===== config.mk =====
export PLATFORM = sky130hd
export DESIGN_NAME = timer_counter_unit
export DESIGN_NICKNAME = d
export VERILOG_FILES = /design/src/timer_counter_unit.v
export VERILOG_INCLUDE_DIRS = /design/src
export SDC_FILE = /design/constraint.sdc
export NUM_CORES = 1
export LEC_CHECK = 0
export ABC_CLOCK_PERIOD_IN_PS = 4450
export BUFFER_PORTS_ARGS = -buffer_cell sky130_fd_sc_hd__buf_2
export CORE_AREA = 10 10 156 173
export DETAILED_ROUTE_END_ITERATION = 10
export DIE_AREA = 0 0 166 183
export PLACE_DENSITY = 0.68
export SKIP_CTS_REPAIR_TIMING = 1
export SYNTH_ARGS = -nofsm -noshare
export SYNTH_HDL_FRONTEND = slang
export SYNTH_SLANG_ARGS = --single-unit
export TNS_END_PERCENT = 5

===== constraint.sdc =====
create_clock -name clk -period 4.45 [get_ports clk]
set_input_delay 0.6675 -clock clk [delete_from_list [all_inputs] [get_ports clk]]
set_output_delay 0.6675 -clock clk [all_outputs]
set_load 0.02 [all_outputs]

===== src/timer_counter_regs.vh =====
// Register map, field positions and timing constants of the timer/counter unit.
// Assumes a Wishbone slave with 32-bit data; each register sits in one aligned word.
`ifndef TIMER_COUNTER_REGS_VH
`define TIMER_COUNTER_REGS_VH
// Register indices as printed; byte address is four times the index.
`define IDX_MODE_CTRL   8'h89
`define IDX_T0_LOW      8'h8a
`define IDX_T1_LOW      8'h8b
`define IDX_T0_HIGH     8'h8c
`define IDX_T1_HIGH     8'h8d
`define IDX_AUX_TWO     8'ha3
`define IDX_AUX_THREE   8'ha4
`define IDX_AUX_FOUR    8'ha5
`define IDX_T_CTRL      8'hb0
`define IDX_T2_CTRL     8'hb1
`define IDX_T2_SEL      8'hb2
`define IDX_T2_LOW      8'hb3
`define IDX_T2_HIGH     8'hb4
`define IDX_T2_CAP_LOW  8'hb5
`define IDX_T2_CAP_HIGH 8'hb6
`define IDX_IRQ_ACK     8'hb7
`define REG_RESET       8'h00
// Mode control fields.
`define F_T1_GATE       7
`define F_T1_CSEL       6
`define F_T1_MODE       4
`define F_T0_GATE       3
`define F_T0_CSEL       2
`define F_T0_MODE       0
// Auxiliary two fields.
`define F_T1_FAST       3
`define F_T0_FAST       2
`define F_T1_CKOE       1
`define F_T0_CKOE       0
// Auxiliary three and four fields.
`define F_T0_ROUTE      6
`define F_T0_XL         0
`define F_T1_ROUTE      4
// Timer control fields.
`define F_T1_OVF        3
`define F_T1_RUN        2
`define F_T0_OVF        1
`define F_T0_RUN        0
// Timer 2 control fields.
`define F_T2_OVF        7
`define F_T2_EXT        6
`define F_T2_IGN        5
`define F_T2_FALL       4
`define F_T2_RISE       3
`define F_T2_RUN        2
`define F_T2_MODE       0
// Timer 2 select fields.
`define F_T2_CSRC       0
`define F_T2_TSRC       4
// Prescale divisors.
`define DIV_12          8'd12
`define DIV_48          8'd48
`define DIV_192         8'd192
`endif


===== src/timer_counter_unit.v =====
// Timer 0, timer 1 and timer 2 with their control registers on a Wishbone slave.
// Assumes one 20 MHz clock, synchronous active-high reset, and pins from outside.
// Function
// - Timer 1 gated by irq1 level when enabled.
// - Timer 0 gated by irq0 level when enabled.
// - Timer 1 modes: PWM, 16-bit, reload, stopped.
// - Timer 0 mode three splits into two bytes.
// - Timer 1 clock source from two bits.
// - Timer 0 clock source from three bits.
// - Timer 1 clock output when enabled.
// - Timer 0 clock output when enabled.
// - Timer 0 pin routed among four pins.
// - Timer 1 pin routed; code 10 reserved.
// - Timer 2 overflow interrupt can be ignored.
// - Timer 2 eight clocks, eight triggers.
// - Mode 0 falling trigger sets external flag.
// - Rising enable mirrors falling enable.
// - Timer 2 overflow exported as pulse.
// - Mode 1 overflow reloads from capture bytes.
// - Mode 1 trigger also reloads, sets flag.
// - Timer 2 request from either flag.
// - Mode 2 trigger captures count bytes.
// - Count pin high-then-low increments counter.
// - Run bits start; overflow flags set, cleared.
//
// Design decision made here: register access over Wishbone.
`timescale 1ns/100ps
`include "timer_counter_regs.vh"
module timer_counter_unit
(
  input  wire        clk,              // System clock, 20 MHz.
  input  wire        sys_rst,          // Synchronous reset, active high.
  input  wire        wb_cyc_i,         // Wishbone cycle.
  input  wire        wb_stb_i,         // Wishbone strobe.
  input  wire        wb_we_i,          // Wishbone write enable.
  input  wire [31:0] wb_adr_i,         // Wishbone byte address.
  input  wire [3:0]  wb_sel_i,         // Wishbone byte selects.
  input  wire [31:0] wb_dat_i,         // Wishbone write data.
  output reg  [31:0] wb_dat_o,         // Wishbone read data.
  output reg         wb_ack_o,         // Wishbone acknowledge.
  output reg         wb_err_o,         // Wishbone error on unmapped address.
  input  wire [3:0]  tmr0PinIn,        // Timer 0 pins P3.4, P4.4, P2.2, P2.6.
  input  wire [3:0]  tmr1PinIn,        // Timer 1 pins P3.5, P4.5, unused, P2.6.
  input  wire        extIrq0Level,     // External interrupt 0 level.
  input  wire        extIrq1Level,     // External interrupt 1 level.
  input  wire        lowSpeedRcOsc,    // Low-speed RC oscillator.
  input  wire        watchdogPsOut,    // Watchdog prescaler output.
  input  wire [7:0]  tmr2ClockSrc,     // Timer 2 clock sources 1 to 7 (bit 0 unused).
  input  wire [7:0]  tmr2TriggerSrc,   // Timer 2 trigger sources.
  input  wire        tmr0IrqVectored,  // Pulse: timer 0 interrupt vectored.
  input  wire        tmr1IrqVectored,  // Pulse: timer 1 interrupt vectored.
  output reg  [3:0]  tmr0PinOut,       // Timer 0 clock out per pin.
  output reg  [3:0]  tmr0PinOe,        // Timer 0 output enables per pin.
  output reg  [3:0]  tmr1PinOut,       // Timer 1 clock out per pin.
  output reg  [3:0]  tmr1PinOe,        // Timer 1 output enables per pin.
  output reg         tmr0Pwm,          // Timer 0 mode-0 PWM output.
  output reg         tmr1Pwm,          // Timer 1 mode-0 PWM output.
  output wire        tmr0Irq,          // Timer 0 flag level.
  output wire        tmr1Irq,          // Timer 1 flag level.
  output wire        tmr2Irq,          // Timer 2 request level.
  output reg         tmr2OverflowPulse // One-cycle timer 2 overflow event.
);
  reg  [7:0] modeCtrl, aux2, aux3, aux4, tCtrl, t2Ctrl, t2Sel;
  reg  [7:0] t0Lo, t0Hi, t1Lo, t1Hi, t2Lo, t2Hi, t2CapLo, t2CapHi;
  reg  [7:0] pre12, pre48, pre192;
  reg        t0ClkOut, t1ClkOut, t1OvfPulse;
  reg  [2:0] s0Sync, s1Sync, rcSync, t2cSync, t2tSync, g0Sync, g1Sync;
  reg        s0Last, s1Last, rcLast, t2cLast, t2tLast;
  wire       sel     = wb_cyc_i && wb_stb_i && !wb_ack_o && !wb_err_o;
  wire [7:0] regIdx  = wb_adr_i[9:2];
  // Writes land at the edge that shows ack to the master, not at the edge that takes the request.
  wire       wr      = wb_cyc_i && wb_stb_i && wb_ack_o && wb_we_i && wb_sel_i[0];
  wire [7:0] wd      = wb_dat_i[7:0];

  // A filtered level counts only once the two late stages agree.
  function edgeFall;
    input [2:0] sy;
    input       last;
    begin
      edgeFall = (sy[2] == sy[1]) && last && !sy[2];
    end
  endfunction
  function stable;
    input [2:0] sy;
    input       last;
    begin
      stable = (sy[2] == sy[1]) ? sy[2] : last;
    end
  endfunction

  // Prescaler ticks: tick12 shared by all three timers, tick48 by timers 0 and 1, tick192 by timer 0 alone.
  wire tick12  = (pre12 == `DIV_12 - 8'd1);
  wire tick48  = (pre48 == `DIV_48 - 8'd1);
  wire tick192 = (pre192 == `DIV_192 - 8'd1);

  // Pins are routed before synchronising; keeps them slow enough to sample.
  wire pin0 = tmr0PinIn[aux3[`F_T0_ROUTE+:2]];
  wire pin1 = (aux4[`F_T1_ROUTE+:2] == 2'b10) ? 1'b0 :
              tmr1PinIn[aux4[`F_T1_ROUTE+:2]];
  wire pinTick0 = edgeFall(s0Sync, s0Last);
  wire pinTick1 = edgeFall(s1Sync, s1Last);
  wire rcTick   = edgeFall(rcSync, rcLast);

  reg  src0, src1;
  always @*
  begin
    case ({aux3[`F_T0_XL], aux2[`F_T0_FAST], modeCtrl[`F_T0_CSEL]})
      3'b000:  src0 = tick12;
      3'b001:  src0 = pinTick0;
      3'b010:  src0 = 1'b1;
      3'b011:  src0 = rcTick;
      3'b100:  src0 = tick48;
      3'b101:  src0 = watchdogPsOut;
      3'b110:  src0 = tick192;
      default: src0 = t1OvfPulse;
    endcase
    case ({aux2[`F_T1_FAST], modeCtrl[`F_T1_CSEL]})
      2'b00:   src1 = tick12;
      2'b01:   src1 = pinTick1;
      2'b10:   src1 = 1'b1;
      default: src1 = tick48;
    endcase
  end

  wire g0 = stable(g0Sync, g0Sync[2]);
  wire g1 = stable(g1Sync, g1Sync[2]);
  wire [1:0] m0 = modeCtrl[`F_T0_MODE+:2];
  wire [1:0] m1 = modeCtrl[`F_T1_MODE+:2];
  wire run0 = tCtrl[`F_T0_RUN] && (!modeCtrl[`F_T0_GATE] || g0);
  wire run1 = tCtrl[`F_T1_RUN] && (!modeCtrl[`F_T1_GATE] || g1);
  wire inc0 = run0 && src0;
  // In timer 0 mode 3 the high byte borrows timer 1's run bit and counts system_clock/12.
  wire incHi0 = (m0 == 2'b11) && tCtrl[`F_T1_RUN] && tick12;
  wire inc1 = run1 && src1 && (m1 != 2'b11);
  wire ck0 = aux2[`F_T0_CKOE];
  wire ck1 = aux2[`F_T1_CKOE];
  // Clock-out forces eight-bit auto-reload operation.
  wire reload0 = ck0 || (m0 == 2'b10) || (m0 == 2'b00);
  wire reload1 = ck1 || (m1 == 2'b10) || (m1 == 2'b00);
  wire ovf0Lo = inc0 && (t0Lo == 8'hff);
  wire ovf0 = reload0 || (m0 == 2'b11) ? ovf0Lo : ovf0Lo && (t0Hi == 8'hff);
  wire ovf1Lo = inc1 && (t1Lo == 8'hff);
  wire ovf1 = reload1 ? ovf1Lo : ovf1Lo && (t1Hi == 8'hff);
  wire ovfHi0 = incHi0 && (t0Hi == 8'hff);

  // Timer 2 clock and trigger selection.
  wire [2:0] t2cs = t2Sel[`F_T2_CSRC+:3];
  wire t2cTick = edgeFall(t2cSync, t2cLast);
  wire t2Src = (t2cs == 3'd0) ? tick12 : t2cTick;
  wire t2tLvl = stable(t2tSync, t2tLast);
  wire trigFall = t2Ctrl[`F_T2_FALL] && (t2tSync[2] == t2tSync[1]) && t2tLast && !t2tLvl;
  wire trigRise = t2Ctrl[`F_T2_RISE] && (t2tSync[2] == t2tSync[1]) && !t2tLast && t2tLvl;
  wire trig = trigFall || trigRise;
  wire [1:0] m2 = t2Ctrl[`F_T2_MODE+:2];
  wire inc2 = t2Ctrl[`F_T2_RUN] && t2Src;
  wire ovf2 = inc2 && ({t2Hi, t2Lo} == 16'hffff);
  wire [15:0] t2Next = {t2Hi, t2Lo} + 16'h0001;

  assign tmr0Irq = tCtrl[`F_T0_OVF];
  assign tmr1Irq = tCtrl[`F_T1_OVF];
  assign tmr2Irq = (t2Ctrl[`F_T2_OVF] && !t2Ctrl[`F_T2_IGN]) || t2Ctrl[`F_T2_EXT];

  always @(posedge clk)
  begin
    if (sys_rst)
    begin
      {s0Sync, s1Sync, rcSync, t2cSync, t2tSync, g0Sync, g1Sync} <= 21'h000000;
      {s0Last, s1Last, rcLast, t2cLast, t2tLast} <= 5'h00;
    end
    else
    begin
      s0Sync  <= {s0Sync[1:0], pin0};
      s1Sync  <= {s1Sync[1:0], pin1};
      rcSync  <= {rcSync[1:0], lowSpeedRcOsc};
      t2cSync <= {t2cSync[1:0], tmr2ClockSrc[t2cs]};
      t2tSync <= {t2tSync[1:0], tmr2TriggerSrc[t2Sel[`F_T2_TSRC+:3]]};
      g0Sync  <= {g0Sync[1:0], extIrq0Level};
      g1Sync  <= {g1Sync[1:0], extIrq1Level};
      s0Last  <= stable(s0Sync, s0Last);
      s1Last  <= stable(s1Sync, s1Last);
      rcLast  <= stable(rcSync, rcLast);
      t2cLast <= stable(t2cSync, t2cLast);
      t2tLast <= t2tLvl;
    end
  end

  always @(posedge clk)
  begin
    if (sys_rst)
    begin
      pre12  <= 8'h00;
      pre48  <= 8'h00;
      pre192 <= 8'h00;
    end
    else
    begin
      pre12  <= tick12  ? 8'h00 : pre12 + 8'h01;
      pre48  <= tick48  ? 8'h00 : pre48 + 8'h01;
      pre192 <= tick192 ? 8'h00 : pre192 + 8'h01;
    end
  end

  // Control registers and counters; hardware events win over software clears.
  always @(posedge clk)
  begin
    if (sys_rst)
    begin
      modeCtrl <= `REG_RESET;
      aux2 <= `REG_RESET;
      aux3 <= `REG_RESET;
      aux4 <= `REG_RESET;
      tCtrl <= `REG_RESET;
      t2Ctrl <= `REG_RESET;
      t2Sel <= `REG_RESET;
      t0Lo <= `REG_RESET;
      t0Hi <= `REG_RESET;
      t1Lo <= `REG_RESET;
      t1Hi <= `REG_RESET;
      t2Lo <= `REG_RESET;
      t2Hi <= `REG_RESET;
      t2CapLo <= `REG_RESET;
      t2CapHi <= `REG_RESET;
      t0ClkOut <= 1'b0;
      t1ClkOut <= 1'b0;
      t1OvfPulse <= 1'b0;
      tmr2OverflowPulse <= 1'b0;
    end
    else
    begin
      if (wr && regIdx == `IDX_MODE_CTRL) modeCtrl <= wd;
      if (wr && regIdx == `IDX_AUX_TWO) aux2 <= {4'h0, wd[3:0]};
      if (wr && regIdx == `IDX_AUX_THREE) aux3 <= wd;
      if (wr && regIdx == `IDX_AUX_FOUR) aux4 <= wd;
      if (wr && regIdx == `IDX_T2_SEL) t2Sel <= {1'b0, wd[6:4], 1'b0, wd[2:0]};
      // Timer 0 counting.
      if (wr && regIdx == `IDX_T0_LOW) t0Lo <= wd;
      else if (inc0)
        t0Lo <= (ovf0Lo && reload0) ? t0Hi : t0Lo + 8'h01;
      if (wr && regIdx == `IDX_T0_HIGH) t0Hi <= wd;
      else if (m0 == 2'b11) begin if (incHi0) t0Hi <= t0Hi + 8'h01; end
      else if (ovf0Lo && !reload0) t0Hi <= t0Hi + 8'h01;
      // Timer 1 counting.
      if (wr && regIdx == `IDX_T1_LOW) t1Lo <= wd;
      else if (inc1)
        t1Lo <= (ovf1Lo && reload1) ? t1Hi : t1Lo + 8'h01;
      if (wr && regIdx == `IDX_T1_HIGH) t1Hi <= wd;
      else if (ovf1Lo && !reload1) t1Hi <= t1Hi + 8'h01;
      t1OvfPulse <= ovf1;
      if (ovf0) t0ClkOut <= !t0ClkOut;
      if (ovf1) t1ClkOut <= !t1ClkOut;
      // Timer control: run bits and overflow flags.
      begin : tctrlUpd
        reg [7:0] nt;
        nt = tCtrl;
        if (wr && regIdx == `IDX_T_CTRL) nt = {4'h0, wd[3:0]};
        if (tmr0IrqVectored) nt[`F_T0_OVF] = 1'b0;
        if (tmr1IrqVectored) nt[`F_T1_OVF] = 1'b0;
        if (ovf0) nt[`F_T0_OVF] = 1'b1;
        // Timer 0 mode 3 high byte takes over timer 1's flag.
        if ((m0 == 2'b11) ? ovfHi0 : ovf1) nt[`F_T1_OVF] = 1'b1;
        tCtrl <= nt;
      end
      // Timer 2 counting.
      tmr2OverflowPulse <= ovf2;
      if (wr && regIdx == `IDX_T2_LOW) t2Lo <= wd;
      else if (wr && regIdx == `IDX_T2_HIGH) t2Hi <= wd;
      else if ((m2 == 2'b01 && trig) || (ovf2 && m2 != 2'b10))
        {t2Hi, t2Lo} <= {t2CapHi, t2CapLo};
      else if (inc2)
        {t2Hi, t2Lo} <= t2Next;
      if (m2 == 2'b10 && trig)
        {t2CapHi, t2CapLo} <= {t2Hi, t2Lo};
      else if (wr && regIdx == `IDX_T2_CAP_LOW) t2CapLo <= wd;
      else if (wr && regIdx == `IDX_T2_CAP_HIGH) t2CapHi <= wd;
      begin : t2Upd
        reg [7:0] n2;
        n2 = t2Ctrl;
        if (wr && regIdx == `IDX_T2_CTRL) n2 = wd;
        if (wr && regIdx == `IDX_IRQ_ACK) n2[7:6] = n2[7:6] & ~wd[7:6];
        if (ovf2) n2[`F_T2_OVF] = 1'b1;
        if (trig) n2[`F_T2_EXT] = 1'b1;
        t2Ctrl <= n2;
      end
    end
  end

  // Clock outputs on the routed pins, and the mode-0 PWM outputs on their own ports.
  always @(posedge clk)
  begin
    if (sys_rst)
    begin
      tmr0PinOut <= 4'h0;
      tmr0PinOe <= 4'h0;
      tmr1PinOut <= 4'h0;
      tmr1PinOe <= 4'h0;
      tmr0Pwm <= 1'b0;
      tmr1Pwm <= 1'b0;
    end
    else
    begin
      tmr0PinOut <= {4{t0ClkOut}};
      tmr0PinOe  <= ck0 ? (4'h1 << aux3[`F_T0_ROUTE+:2]) : 4'h0;
      tmr1PinOut <= {4{t1ClkOut}};
      tmr1PinOe  <= (ck1 && aux4[`F_T1_ROUTE+:2] != 2'b10) ?
                    (4'h1 << aux4[`F_T1_ROUTE+:2]) : 4'h0;
      tmr0Pwm <= (m0 == 2'b00) && (t0Lo >= t0Hi);
      tmr1Pwm <= (m1 == 2'b00) && (t1Lo >= t1Hi);
    end
  end

  // Bus answer: one cycle after the request, error for unmapped words.
  reg [7:0] rdata;
  reg       hit;
  always @*
  begin
    hit = 1'b1;
    case (regIdx)
      `IDX_MODE_CTRL:   rdata = modeCtrl;
      `IDX_T0_LOW:      rdata = t0Lo;
      `IDX_T1_LOW:      rdata = t1Lo;
      `IDX_T0_HIGH:     rdata = t0Hi;
      `IDX_T1_HIGH:     rdata = t1Hi;
      `IDX_AUX_TWO:     rdata = aux2;
      `IDX_AUX_THREE:   rdata = aux3;
      `IDX_AUX_FOUR:    rdata = aux4;
      `IDX_T_CTRL:      rdata = tCtrl;
      `IDX_T2_CTRL:     rdata = t2Ctrl;
      `IDX_T2_SEL:      rdata = t2Sel;
      `IDX_T2_LOW:      rdata = t2Lo;
      `IDX_T2_HIGH:     rdata = t2Hi;
      `IDX_T2_CAP_LOW:  rdata = t2CapLo;
      `IDX_T2_CAP_HIGH: rdata = t2CapHi;
      `IDX_IRQ_ACK:     rdata = 8'h00;
      default:
      begin
        rdata = 8'h00;
        hit = 1'b0;
      end
    endcase
    if (wb_adr_i[31:10] != 22'h000000 || wb_adr_i[1:0] != 2'b00) hit = 1'b0;
  end

  always @(posedge clk)
  begin
    if (sys_rst)
    begin
      wb_ack_o <= 1'b0;
      wb_err_o <= 1'b0;
      wb_dat_o <= 32'h00000000;
    end
    else
    begin
      wb_ack_o <= sel && hit;
      wb_err_o <= sel && !hit;
      wb_dat_o <= (sel && hit && !wb_we_i) ? {24'h000000, rdata} : 32'h00000000;
    end
  end
endmodule


# Yosys cells after proc, flatten, opt, wreduce, memory -nomap -nowiden
# Index checks and enable logic that the tools add are counted.
# word_totals
word_cells,293
register_bits,210
output_inout_bits,56
# op_classes
n_reduce_logical,122
order_cmp,6
n_eq_ne,49
n_addsub,8
n_bitwise,6
n_mux,52
shifts,2
# op_table
operator,n
2-to-1 mux 8 bit,26
equality test 8 bit (second input constant),21
one-hot mux 8 bit (15 select lines),1
logical AND 1 bit,64
adder 8 x 1 -> 8 bit (second input constant),7
nonzero test 22 bit,1
zero test 1 bit,17
2-to-1 mux 1 bit,17
adder 16 x 1 -> 16 bit (second input constant),1
equality test 16 bit (second input constant),1
>= comparator 8 bit,2
OR reduction 16 bit,1
nonzero test 3 bit,5
nonzero test 2 bit,7
OR reduction 2 bit,7
equality test 2 bit (second input constant),6
logical OR 1 bit,11
inequality test 2 bit (second input constant),5
equality test 3 bit (second input constant),3
equality test 8 x 4 -> 1 bit (second input constant),1
equality test 8 x 6 -> 1 bit (second input constant),1
< comparator 3 x 4 -> 1 bit (second input constant),2
AND reduction 2 bit,4
left shift 1 x 2 -> 4 bit (first input constant),2
17 further kinds,32

# Logic depth before layout (Yosys ltp)
# Gate-level depths: netlist (run 1).
# depth
ltp_word,11
ltp_mapped,9

# Worst setup path after synthesis (run 1)
# Ideal clock, no wire load.
# synth_path
path_type,in2reg
start,input wb_sel_i[0]
end,register t0Hi[6]
path_stages,7
required_time_ns,4.325
arrival_time_ns,2.188
setup_time_ns,0.125
n_path_buf,1
slack_ns,2.137
cell_sequence,and3_1 -> nand3_1 -> nor3_1 -> clkbuf_1 -> nor2_1 -> o211ai_1 -> o31ai_1
# synth_between
elab_chain_len,4
elab_cells_between_ends,6
# synth_lines
element,line,source
from (decl),timer_counter_unit.v:37,"input wire [3:0] wb_sel_i,"
logical AND 1 bit *,timer_counter_unit.v:72,wire wr = wb_cyc_i && wb_stb_i && wb_ack_o && wb_we_i && wb_sel_i[0];
logical AND 1 bit (no source line) *,-,
inequality test 3 bit (no source line) / nonzero test 3 bit (equally long branches),-,
AND reduction 2 bit (no source line),-,
to (signal assigned),timer_counter_unit.v:216,t0Hi <= `REG_RESET;
to (signal assigned),timer_counter_unit.v:239,if (wr && regIdx == `IDX_T0_HIGH) t0Hi <= wd;
to (signal assigned),timer_counter_unit.v:240,else if (m0 == 2'b11) begin if (incHi0) t0Hi <= t0Hi + 8'h01; end
to (decl),timer_counter_unit.v:64,"reg [7:0] t0Lo, t0Hi, t1Lo, t1Hi, t2Lo, t2Hi, t2CapLo, t2CapHi;"
# Mark *: on every way between the ends. The rest lies on a longest branch, timed or not.
# A chain may end at the register's enable or synchronous reset.

# Final worst setup path (run 1)
# layout_path
start,register pre48[0]
end,register t0ClkOut
# layout_between
elab_chain_len,6
# layout_lines
element,line,source
from (decl),timer_counter_unit.v:65,"reg [7:0] pre12, pre48, pre192;"
from (signal assigned),timer_counter_unit.v:198,pre48 <= tick48 ? 8'h00 : pre48 + 8'h01;
equality test 8 x 6 -> 1 bit *,timer_counter_unit.v:93,wire tick48 = (pre48 == `DIV_48 - 8'd1);
one-hot mux 1 bit (7 select lines) *,timer_counter_unit.v:107,"case ({aux3[`F_T0_XL], aux2[`F_T0_FAST], modeCtrl[`F_T0_CSEL]})"
logical AND 1 bit *,timer_counter_unit.v:131,wire inc0 = run0 && src0;
logical AND 1 bit *,timer_counter_unit.v:140,wire ovf0Lo = inc0 && (t0Lo == 8'hff);
logical AND 1 bit,timer_counter_unit.v:141,wire ovf0 = reload0 || (m0 == 2'b11) ? ovf0Lo : ovf0Lo && (t0Hi == 8'hff);
2-to-1 mux 1 bit *,timer_counter_unit.v:141,
to (signal assigned),timer_counter_unit.v:249,if (ovf0) t0ClkOut <= !t0ClkOut;
to (decl),timer_counter_unit.v:66,"reg t0ClkOut, t1ClkOut, t1OvfPulse;"
# Marked as above.

==> impl_metrics.json, run 1 <==
{
  "status": "finished, final reports clean",
  "drtIter0Drc": 1018,
  "syn_to_final_growth_pct": 11.46,
  "finClkSkew_ns": 0.01264,
  "hpwl_um": 24090,
  "grt_pass1_vias": 9110,
  "crit_path_start_kind": "flip-flop",
  "antenna_found_initial": 2,
  "core_mm2": 0.02340,
  "cts_tree": "done",
  "wl_per_cell_um": 21.12,
  "synth_area_mm2": 0.01035,
  "yosysTopAreaCellShare_pct": 35.96,
  "max_cap_viol_count": 0,
  "period_minus_slack_ns": 3.185,
  "totalWireLength_um": 33520,
  "maxSlewViolCount": 0,
  "reg2regPathDepth": 7,
  "fin_nets": 1395,
  "cts_root_buf": "clkbuf_16",
  "yosysTopAreaCell": "dfxtp_1",
  "crit_type": "flip-flop to flip-flop",
  "place.gp.congestion": 0.9823,
  "post-route-util_pct": 49.31,
  "synth_edf_count": 0,
  "tightestPinTransition_ns": 1.093,
  "die_w_um": 166,
  "pin_count": 159,
  "clockBufferDepth": 2,
  "netlist_instances": 1207,
  "crit_family": "compound AO/OA/AOI/OAI gates",
  "timing.fmax_mhz": 314.0,
  "track_usage_pct": 21.30,
  "synth_area_leaders": "dfxtp_1 36%, mux2i_1 9.2%, nor2_1 5.2%, ha_1 2.9%, a21oi_1 2.7%",
  "clock_latency_ns": 0.45,
  "async_reset_ff_share_pct": 0,
  "leakage_uw": 0.004277,
  "cts_buffers": 17,
  "die_h_um": 183,
  "setup_viol": 0,
  "cp.required_ns": 4.75,
  "synth-seq-cells": 186,
  "vias_per_cell": 6.039,
  "reg2reg_to": "t0ClkOut",
  "slowest_stage": "a2111oi_2",
  "route.detailed.drc": 0,
  "port_buffers": 106,
  "min_path_cells": 2,
  "worstHoldPathType": "input pin to flip-flop",
  "vdd_drop_max_mv": 0.2524,
  "yosysSeqAreaShare_pct": 35.96,
  "clock-sinks": 186,
  "total_power_uw": 3508,
  "min_from": "extIrq0Level",
  "cp_max_fo": 5,
  "fillers": 2236,
  "power-per-cell-area_mw_per_mm2": 304.0,
  "cpPeakStageDelay_ns": 0.89,
  "syn_area_per_cell_um2": 8.578,
  "overflow": 0,
  "cp.arrival_ns": 3.49,
  "synth_warnings": 0,
  "ant_nets": 0,
  "cp-end-kind": "flip-flop",
  "synthFlopType": "dfxtp_1",
  "dr_total_vias": 9584,
  "drt_first_pass_iters": 6,
  "drive_gt1_share_pct": 14.30,
  "grt_pass1_wl_um": 52630,
  "fp-row-count": 59,
  "r2r-start": "pre48[0]",
  "rrSetupSlack_ns": 1.27,
  "hold_viol_final": 0,
  "crit_buf_inv": 0,
  "htree_num_levels": 4,
  "fin_crit_sh_pct": 71.56,
  "die_area_mm2": 0.03038,
  "grt_max_degree": 69,
  "rsz0062_at_grt": "no",
  "path_clk_slew_ns": 0.07,
  "slew_headroom_pct": 26.76,
  "start_util_pct": 44.24,
  "finalSetupTns_ns": 0,
  "synth_cell_types": 84,
  "hold_path_end": "g0Sync[0]",
  "path_cells": "ha_1 -> nand4_1 -> nor4_1 -> o22ai_2 -> a2111oi_2 -> xnor2_1 -> nor2_1"
}
[placed cells by master (no fill, tap or decap), types with 7 or more instances in the layout]
master     count
dfxtp_1      186
nor2_1       143
buf_2        105
mux2i_1       95
nand2_1       70
a21oi_1       56
nand3_1       51
o21ai_0       47
nor2b_1       33
a211oi_1      32
and3_1        31
inv_1         29
xnor2_1       29
conb_1        25
ha_1          24
xor2_1        19
nor3_1        18
clkbuf_16     17
nand4_1       15
nor4_1        13
and2_1        12
a22oi_1       12
buf_4         12
o211ai_1      11
a21o_1        10
o22ai_1       10
a31oi_1       10
a221oi_1      10
o221ai_1      10
or3_1          9
o31ai_1        8
nor3_2         7
a211o_1        7
nor3b_1        7
[where the power goes]
| group | leakage, µW | switching [µW] | internal, µW |
|---|---|---|---|
| logic | 0.00247 | 138 | 57.6 |
| clock network | 0.000299 | 676 | 944 |
| registers | 0.00150 | 11.4 | 1680 |
[worst max path at each step]
stage | start | end | slack, ns | cells after the start
final | pre48[0] | t0ClkOut | 1.27 | 7
after global routing | pre48[0] | t0ClkOut | 1.10 | 7
after CTS | pre48[0] | t0ClkOut | 1.28 | 7
after detailed placement | wb_adr_i[2] | t1Hi[0] | 1.30 | 7
after global placement | pre48[0] | t0ClkOut | 1.32 | 7
after floorplan | wb_sel_i[0] | t0Hi[6] | 2.14 | 7
[routing by layer]
layer / wire (µm) / global-route usage (%) / share of wire [%]
met1: 13870 / 27.01 / 41
met4: 1190 / 8.582 / 3.6
met5: 22 / 0 / 0.066
met3: 2803 / 4.683 / 8.4
met2: 15640 / 34.52 / 47
[Yosys cell counts, types with 11 or more instances]
cell type	n
nand2_1	70
a211oi_1	32
nand3_1	51
inv_1	29
a21oi_1	56
nor4_1	13
a22oi_1	12
mux2i_1	95
ha_1	24
and3_1	31
xor2_1	19
dfxtp_1	186
nor2_1	143
o21ai_0	47
nor3_1	19
nor2b_1	33
clkbuf_1	44
buf_2	16
o211ai_1	11
and2_1	12
buf_4	35
nand4_1	15
xnor2_1	29
[through the flow]
step / worst slack (ns) / instance area (µm²) / instances / hold WS [ns]
floorplan: 2.137 / 10440 / 1231 / 0.4138
global placement: 1.320 / 10910 / 1554 / 0.4165
detailed placement: 1.304 / 10910 / 1554 / 0.4252
CTS: 1.280 / 11530 / 1585 / 0.4297
global route: 1.096 / 11530 / 1585 / 0.4595
finish: 1.265 / 11540 / 1587 / 0.4336
[registers in the layout (all words and copies together), names as in the netlist, 6 cells and up]
register / count
aux3: 8
aux4: 8
modeCtrl: 8
pre12: 8
pre192: 8
pre48: 8
t0Hi: 8
t0Lo: 8
t1Hi: 8
t1Lo: 8
t2CapHi: 8
t2CapLo: 8
t2Ctrl: 8
t2Hi: 8
t2Lo: 8
wb_dat_o: 8
t2Sel: 6
[cell type report]
type / count / area [µm²] / share of cell area (%)
antenna: 2 / 5.005 / 0.04337
multi-input combinational: 916 / 6081 / 52.69
timing repair buffer: 117 / 615.6 / 5.334
clock buffer: 22 / 484.2 / 4.196
inverter: 30 / 112.6 / 0.9758
tap: 305 / 381.6 / 3.307
clock inverter: 9 / 136.4 / 1.182
sequential: 186 / 3724 / 32.27
[worst reg2reg max path: cells and delay by family, from the launching register on]
family | cells | cell delay, ns
AO/OA/AOI/OAI | 2 | 1.15
adder cells (fa/ha/maj) | 1 | 0.22
flip-flops | 1 | 0.37
AND/OR/NAND/NOR | 3 | 1.10
XOR/XNOR | 1 | 0.20
[cell families after synthesis]
| kind of cell | count (synthesis) | share of synthesized area (%) |
|---|---|---|
| flops | 186 | 35.96 |
| simple gates | 443 | 21.87 |
| buf+inv | 129 | 6.260 |
| mux | 103 | 10.60 |
| fa+ha+maj | 24 | 2.900 |
| compound gates | 273 | 18.31 |
| other cells | 1 | 0.03622 |
| xor+xnor | 48 | 4.060 |
(Power assumes the default switching activity.)
==> run 2: changes to the inputs <==
ABC_CLOCK_PERIOD_IN_PS = 2600   (was 4450)
PLACE_DENSITY = 0.7   (was 0.68)
clock period = 2.6 ns   (was 4.45 ns; I/O delays follow)
==> impl_metrics.json, run 2 (same netlist as run 1, synthesis figures left out) <==
{
  "worstHoldPathType": "input pin to flip-flop",
  "fp-row-count": 59,
  "track_usage_pct": 21.72,
  "leakage_uw": 0.004514,
  "port_buffers": 106,
  "finClkSkew_ns": 0.01431,
  "fin_crit_sh_pct": 94.68,
  "status": "finished, final reports clean",
  "path_clk_slew_ns": 0.08,
  "pin_count": 159,
  "ant_nets": 0,
  "crit_path_start_kind": "flip-flop",
  "rsz0062_at_grt": "no",
  "route.detailed.drc": 0,
  "totalWireLength_um": 34220,
  "htree_num_levels": 4,
  "crit_type": "flip-flop to flip-flop",
  "rrSetupSlack_ns": 0.14,
  "start_util_pct": 44.24,
  "hpwl_um": 25250,
  "setup_viol": 0,
  "drive_gt1_share_pct": 17.79,
  "syn_to_final_growth_pct": 14.89,
  "hold_viol_final": 0,
  "maxSlewViolCount": 0,
  "clock_latency_ns": 0.45,
  "vdd_drop_max_mv": 0.4902,
  "clock-sinks": 186,
  "die_h_um": 183,
  "dr_total_vias": 9764,
  "die_w_um": 166,
  "overflow": 0,
  "cp.required_ns": 2.92,
  "dp_slack_ns": 0.1351,
  "core_mm2": 0.02340,
  "antenna_found_initial": 6,
  "period_minus_slack_ns": 2.462,
  "max_cap_viol_count": 0,
  "fin_nets": 1447,
  "wl_per_cell_um": 20.84,
  "cp.arrival_ns": 2.79,
  "tightestPinTransition_ns": 1.020,
  "die_area_mm2": 0.03038,
  "cts_tree": "done",
  "finalSetupTns_ns": 0,
  "fin_ws_ns": 0.1383,
  "grt_pass1_wl_um": 53610,
  "cts_buffers": 17,
  "cp_max_fo": 8,
  "grt_pass1_vias": 9308,
  "slew_headroom_pct": 31.46,
  "final_common_cell": "dfxtp_1",
  "drtIter0Drc": 944,
  "final_cell_mix": "186 x dfxtp_1, 143 x nor2_1, 105 x buf_2",
  "power-per-cell-area_mw_per_mm2": 486.1,
  "fillers": 2246,
  "cp-end-kind": "flip-flop",
  "cts_root_buf": "clkbuf_16",
  "grt_max_degree": 51,
  "drt_first_pass_iters": 8,
  "place.gp.congestion": 0.9632,
  "clockBufferDepth": 2,
  "timing.fmax_mhz": 406.2,
  "vias_per_cell": 5.946
}
## run 2: layout make-up
cell class | instances | area (µm²) | share of cell area (%)
Clock buffer | 21 | 470.5 | 3.955
Multi-Input combinational cell | 916 | 6092 | 51.21
Sequential cell | 186 | 3724 | 31.30
Timing Repair Buffer | 169 | 1018 | 8.562
Antenna cell | 5 | 12.51 | 0.1052
Clock inverter | 10 | 83.83 | 0.7047
Tap cell | 305 | 381.6 | 3.208
Inverter | 30 | 112.6 | 0.9467
## run 2: worst paths after layout
path | startpoint | cells past startpoint | endpoint
setup reg to reg | pre12[0] | 8 | t2Hi[1]
setup / recovery | pre12[0] | 8 | t2Hi[1]
hold / removal | lowSpeedRcOsc | 2 | rcSync[0]
hold reg to reg | g0Sync[0] | 1 | g0Sync[1]
## run 2: metrics by stage
stage,hold WS [ns],cell area [µm²],util [%],instances,power [µW]
final,0.1564,11900,50.83,1642,5782
after global routing,0.1679,11890,50.82,1641,5950
after CTS,0.1496,11870,50.73,1637,5795
after detailed placement,0.4204,11320,48.36,1606,3305
after global placement,0.4143,11320,48.36,1606,3299
after floorplan,0.4138,10440,-,1231,3175
## run 2: power breakdown
part / switching [µW] / internal [µW] / total [µW] / leakage [µW]
combinational: 240 / 112 / 353 / 0.00274
sequential: 19.2 / 2880 / 2890 / 0.00150
clock: 1220 / 1320 / 2540 / 0.000269
## run 2: routing by layer
| layer | vias to the layer above | wire, µm | global-route usage [%] |
|---|---|---|---|
| li1 | 4582 | - | - |
| met5 | - | 13 | 0 |
| met2 | 462 | 15830 | 35.21 |
| met3 | 90 | 2932 | 4.812 |
| met1 | 4628 | 14210 | 27.57 |
| met4 | 2 | 1232 | 8.617 |
## run 2: worst max-delay path, stage by stage (launching register included)
cell and delay, ns:
dfxtp_1 0.35, ha_1 0.27, and3b_1 0.21, nand4_1 0.28
a211oi_2 0.13, nor2_1 0.49, buf_4 0.31, mux2i_1 0.22
a21oi_1 0.08
==> run 3: changes to the inputs <==
REMOVE_ABC_BUFFERS = 1   (was unset)
==> impl_metrics.json, run 3 (same netlist as run 1, synthesis figures left out) <==
{
  "status": "finished, final reports clean",
  "clock-sinks": 186,
  "route.detailed.drc": 0,
  "hold_viol_final": 0,
  "path_cells": "ha_1 -> nand2_1 -> or3_1 -> nor4_1 -> a2111oi_2 -> buf_4 -> a211oi_1 -> a211oi_1",
  "period_minus_slack_ns": 2.411,
  "crit_buf_inv": 1,
  "wl_per_cell_um": 20.78,
  "rsz0062_at_grt": "no",
  "vias_per_cell": 5.938,
  "leakage_uw": 0.004563,
  "start_util_pct": 44.24,
  "final_common_cell": "dfxtp_1",
  "drive_gt1_share_pct": 17.88,
  "timing.fmax_mhz": 414.7,
  "cp-startpoint": "t0Lo[0]",
  "grt_max_degree": 50,
  "reg2regPathDepth": 8,
  "die_w_um": 166,
  "crit_cells": 8,
  "drtIter0Drc": 1015,
  "ant_nets": 0,
  "clockBufferDepth": 2,
  "max_cap_viol_count": 0,
  "totalWireLength_um": 34130,
  "slew_headroom_pct": 45.71,
  "fin_nets": 1451,
  "fp-row-count": 59,
  "die_area_mm2": 0.03038,
  "worstHoldPathType": "input pin to flip-flop",
  "rrSetupSlack_ns": 0.19,
  "cts_root_buf": "clkbuf_16",
  "slowest_stage": "or3_1",
  "maxSlewViolCount": 0,
  "power_switching_uw": 1455,
  "cp.arrival_ns": 2.72,
  "p_sw_share_pct": 23.86,
  "fin_ws_ns": 0.1889,
  "cpMostUsedCell": "a211oi_1",
  "final_cell_mix": "185 x dfxtp_1, 143 x nor2_1, 105 x buf_2",
  "cpPeakStageDelay_ns": 0.47,
  "overflow": 0,
  "p_comb_share_pct": 5.8,
  "fin_crit_sh_pct": 92.74,
  "drt_first_pass_iters": 5,
  "total_power_uw": 6099,
  "cts_tree": "done",
  "vdd_drop_max_mv": 0.3986,
  "r2r-start": "t0Lo[0]",
  "reg2reg_to": "t0Hi[1]",
  "grt_pass1_wl_um": 53810,
  "cts_buffers": 17,
  "dr_total_vias": 9751,
  "crit_path_start_kind": "flip-flop",
  "htree_num_levels": 4,
  "antenna_found_initial": 0,
  "intPower_uw": 4643,
  "cp-end-kind": "flip-flop",
  "crit_family": "simple AND/OR/NAND/NOR gates",
  "dp_slack_ns": 0.2225,
  "hpwl_um": 25060,
  "antennaDiodeCount": 0,
  "setup_viol": 0,
  "core_mm2": 0.02340,
  "clock_latency_ns": 0.45,
  "tightestPinTransition_ns": 0.8058,
  "die_h_um": 183,
  "syn_to_final_growth_pct": 15.71,
  "track_usage_pct": 21.84,
  "finClkSkew_ns": 0.01846,
  "power-per-cell-area_mw_per_mm2": 509.1,
  "path_clk_slew_ns": 0.07,
  "place.gp.congestion": 1.045,
  "cp.required_ns": 2.91,
  "port_buffers": 106,
  "endpoint": "t0Hi[1]",
  "grt_pass1_vias": 9455,
  "cp_max_fo": 16,
  "pwr-share-clk_pct": 46.7,
  "pin_count": 159,
  "seqPwrFrac_pct": 47.5,
  "crit_type": "flip-flop to flip-flop"
}
==> run 3: per-layer routing <==
metal | vias to the layer above | global-route usage [%] | share of wire (%)
met5 | - | 0 | 0
met4 | 0 | 8.830 | 3.7
met3 | 78 | 4.470 | 8.2
met2 | 465 | 35.72 | 46
met1 | 4616 | 27.65 | 42
li1 | 4592 | - | -
==> run 3: layout make-up <==
class,instances,area [µm²]
timing repair buffer,173,1049
inverter,30,112.6
clock buffer,21,450.4
tap,305,381.6
sequential,186,3725
multi-input combinational,916,6081
fill,2195,11420
clock inverter,11,181.4
==> run 3: worst min-delay path by stage <==
| stage | startpoint | endpoint | slack, ns | depth (start not counted) |
|---|---|---|---|---|
| floorplan | g0Sync[0] | g0Sync[1] | 0.41 | 1 |
| global placement | g1Sync[1] | g1Sync[2] | 0.42 | 1 |
| detailed placement | g1Sync[1] | g1Sync[2] | 0.43 | 1 |
| CTS | lowSpeedRcOsc | rcSync[0] | 0.15 | 2 |
| global route | extIrq0Level | g0Sync[0] | 0.16 | 2 |
| finish | extIrq1Level | g1Sync[0] | 0.14 | 2 |
==> run 3: per-stage QoR <==
step	cells	hold slack, ns	util (%)	area [µm²]	TNS [ns]
2_1_floorplan	1132	0.4138	-	9908	-4.115
3_3_place_gp	1610	0.4172	48.49	11350	0
3_5_place_dp	1610	0.4287	48.49	11350	0
4_1_cts	1642	0.1456	51.19	11980	0
5_1_grt	1642	0.1573	51.20	11980	0
6_report	1642	0.1447	51.20	11980	0
==> run 3: power by group through the flow <==
stage               Clock [µW]  Combinational [µW]  Sequential (µW)
floorplan                    0                 126             2960
global placement             0                 343             2960
detailed placement           0                 347             2960
CTS                       2880                 349             2890
global route              3000                 381             2900
finish                    2850                 355             2890
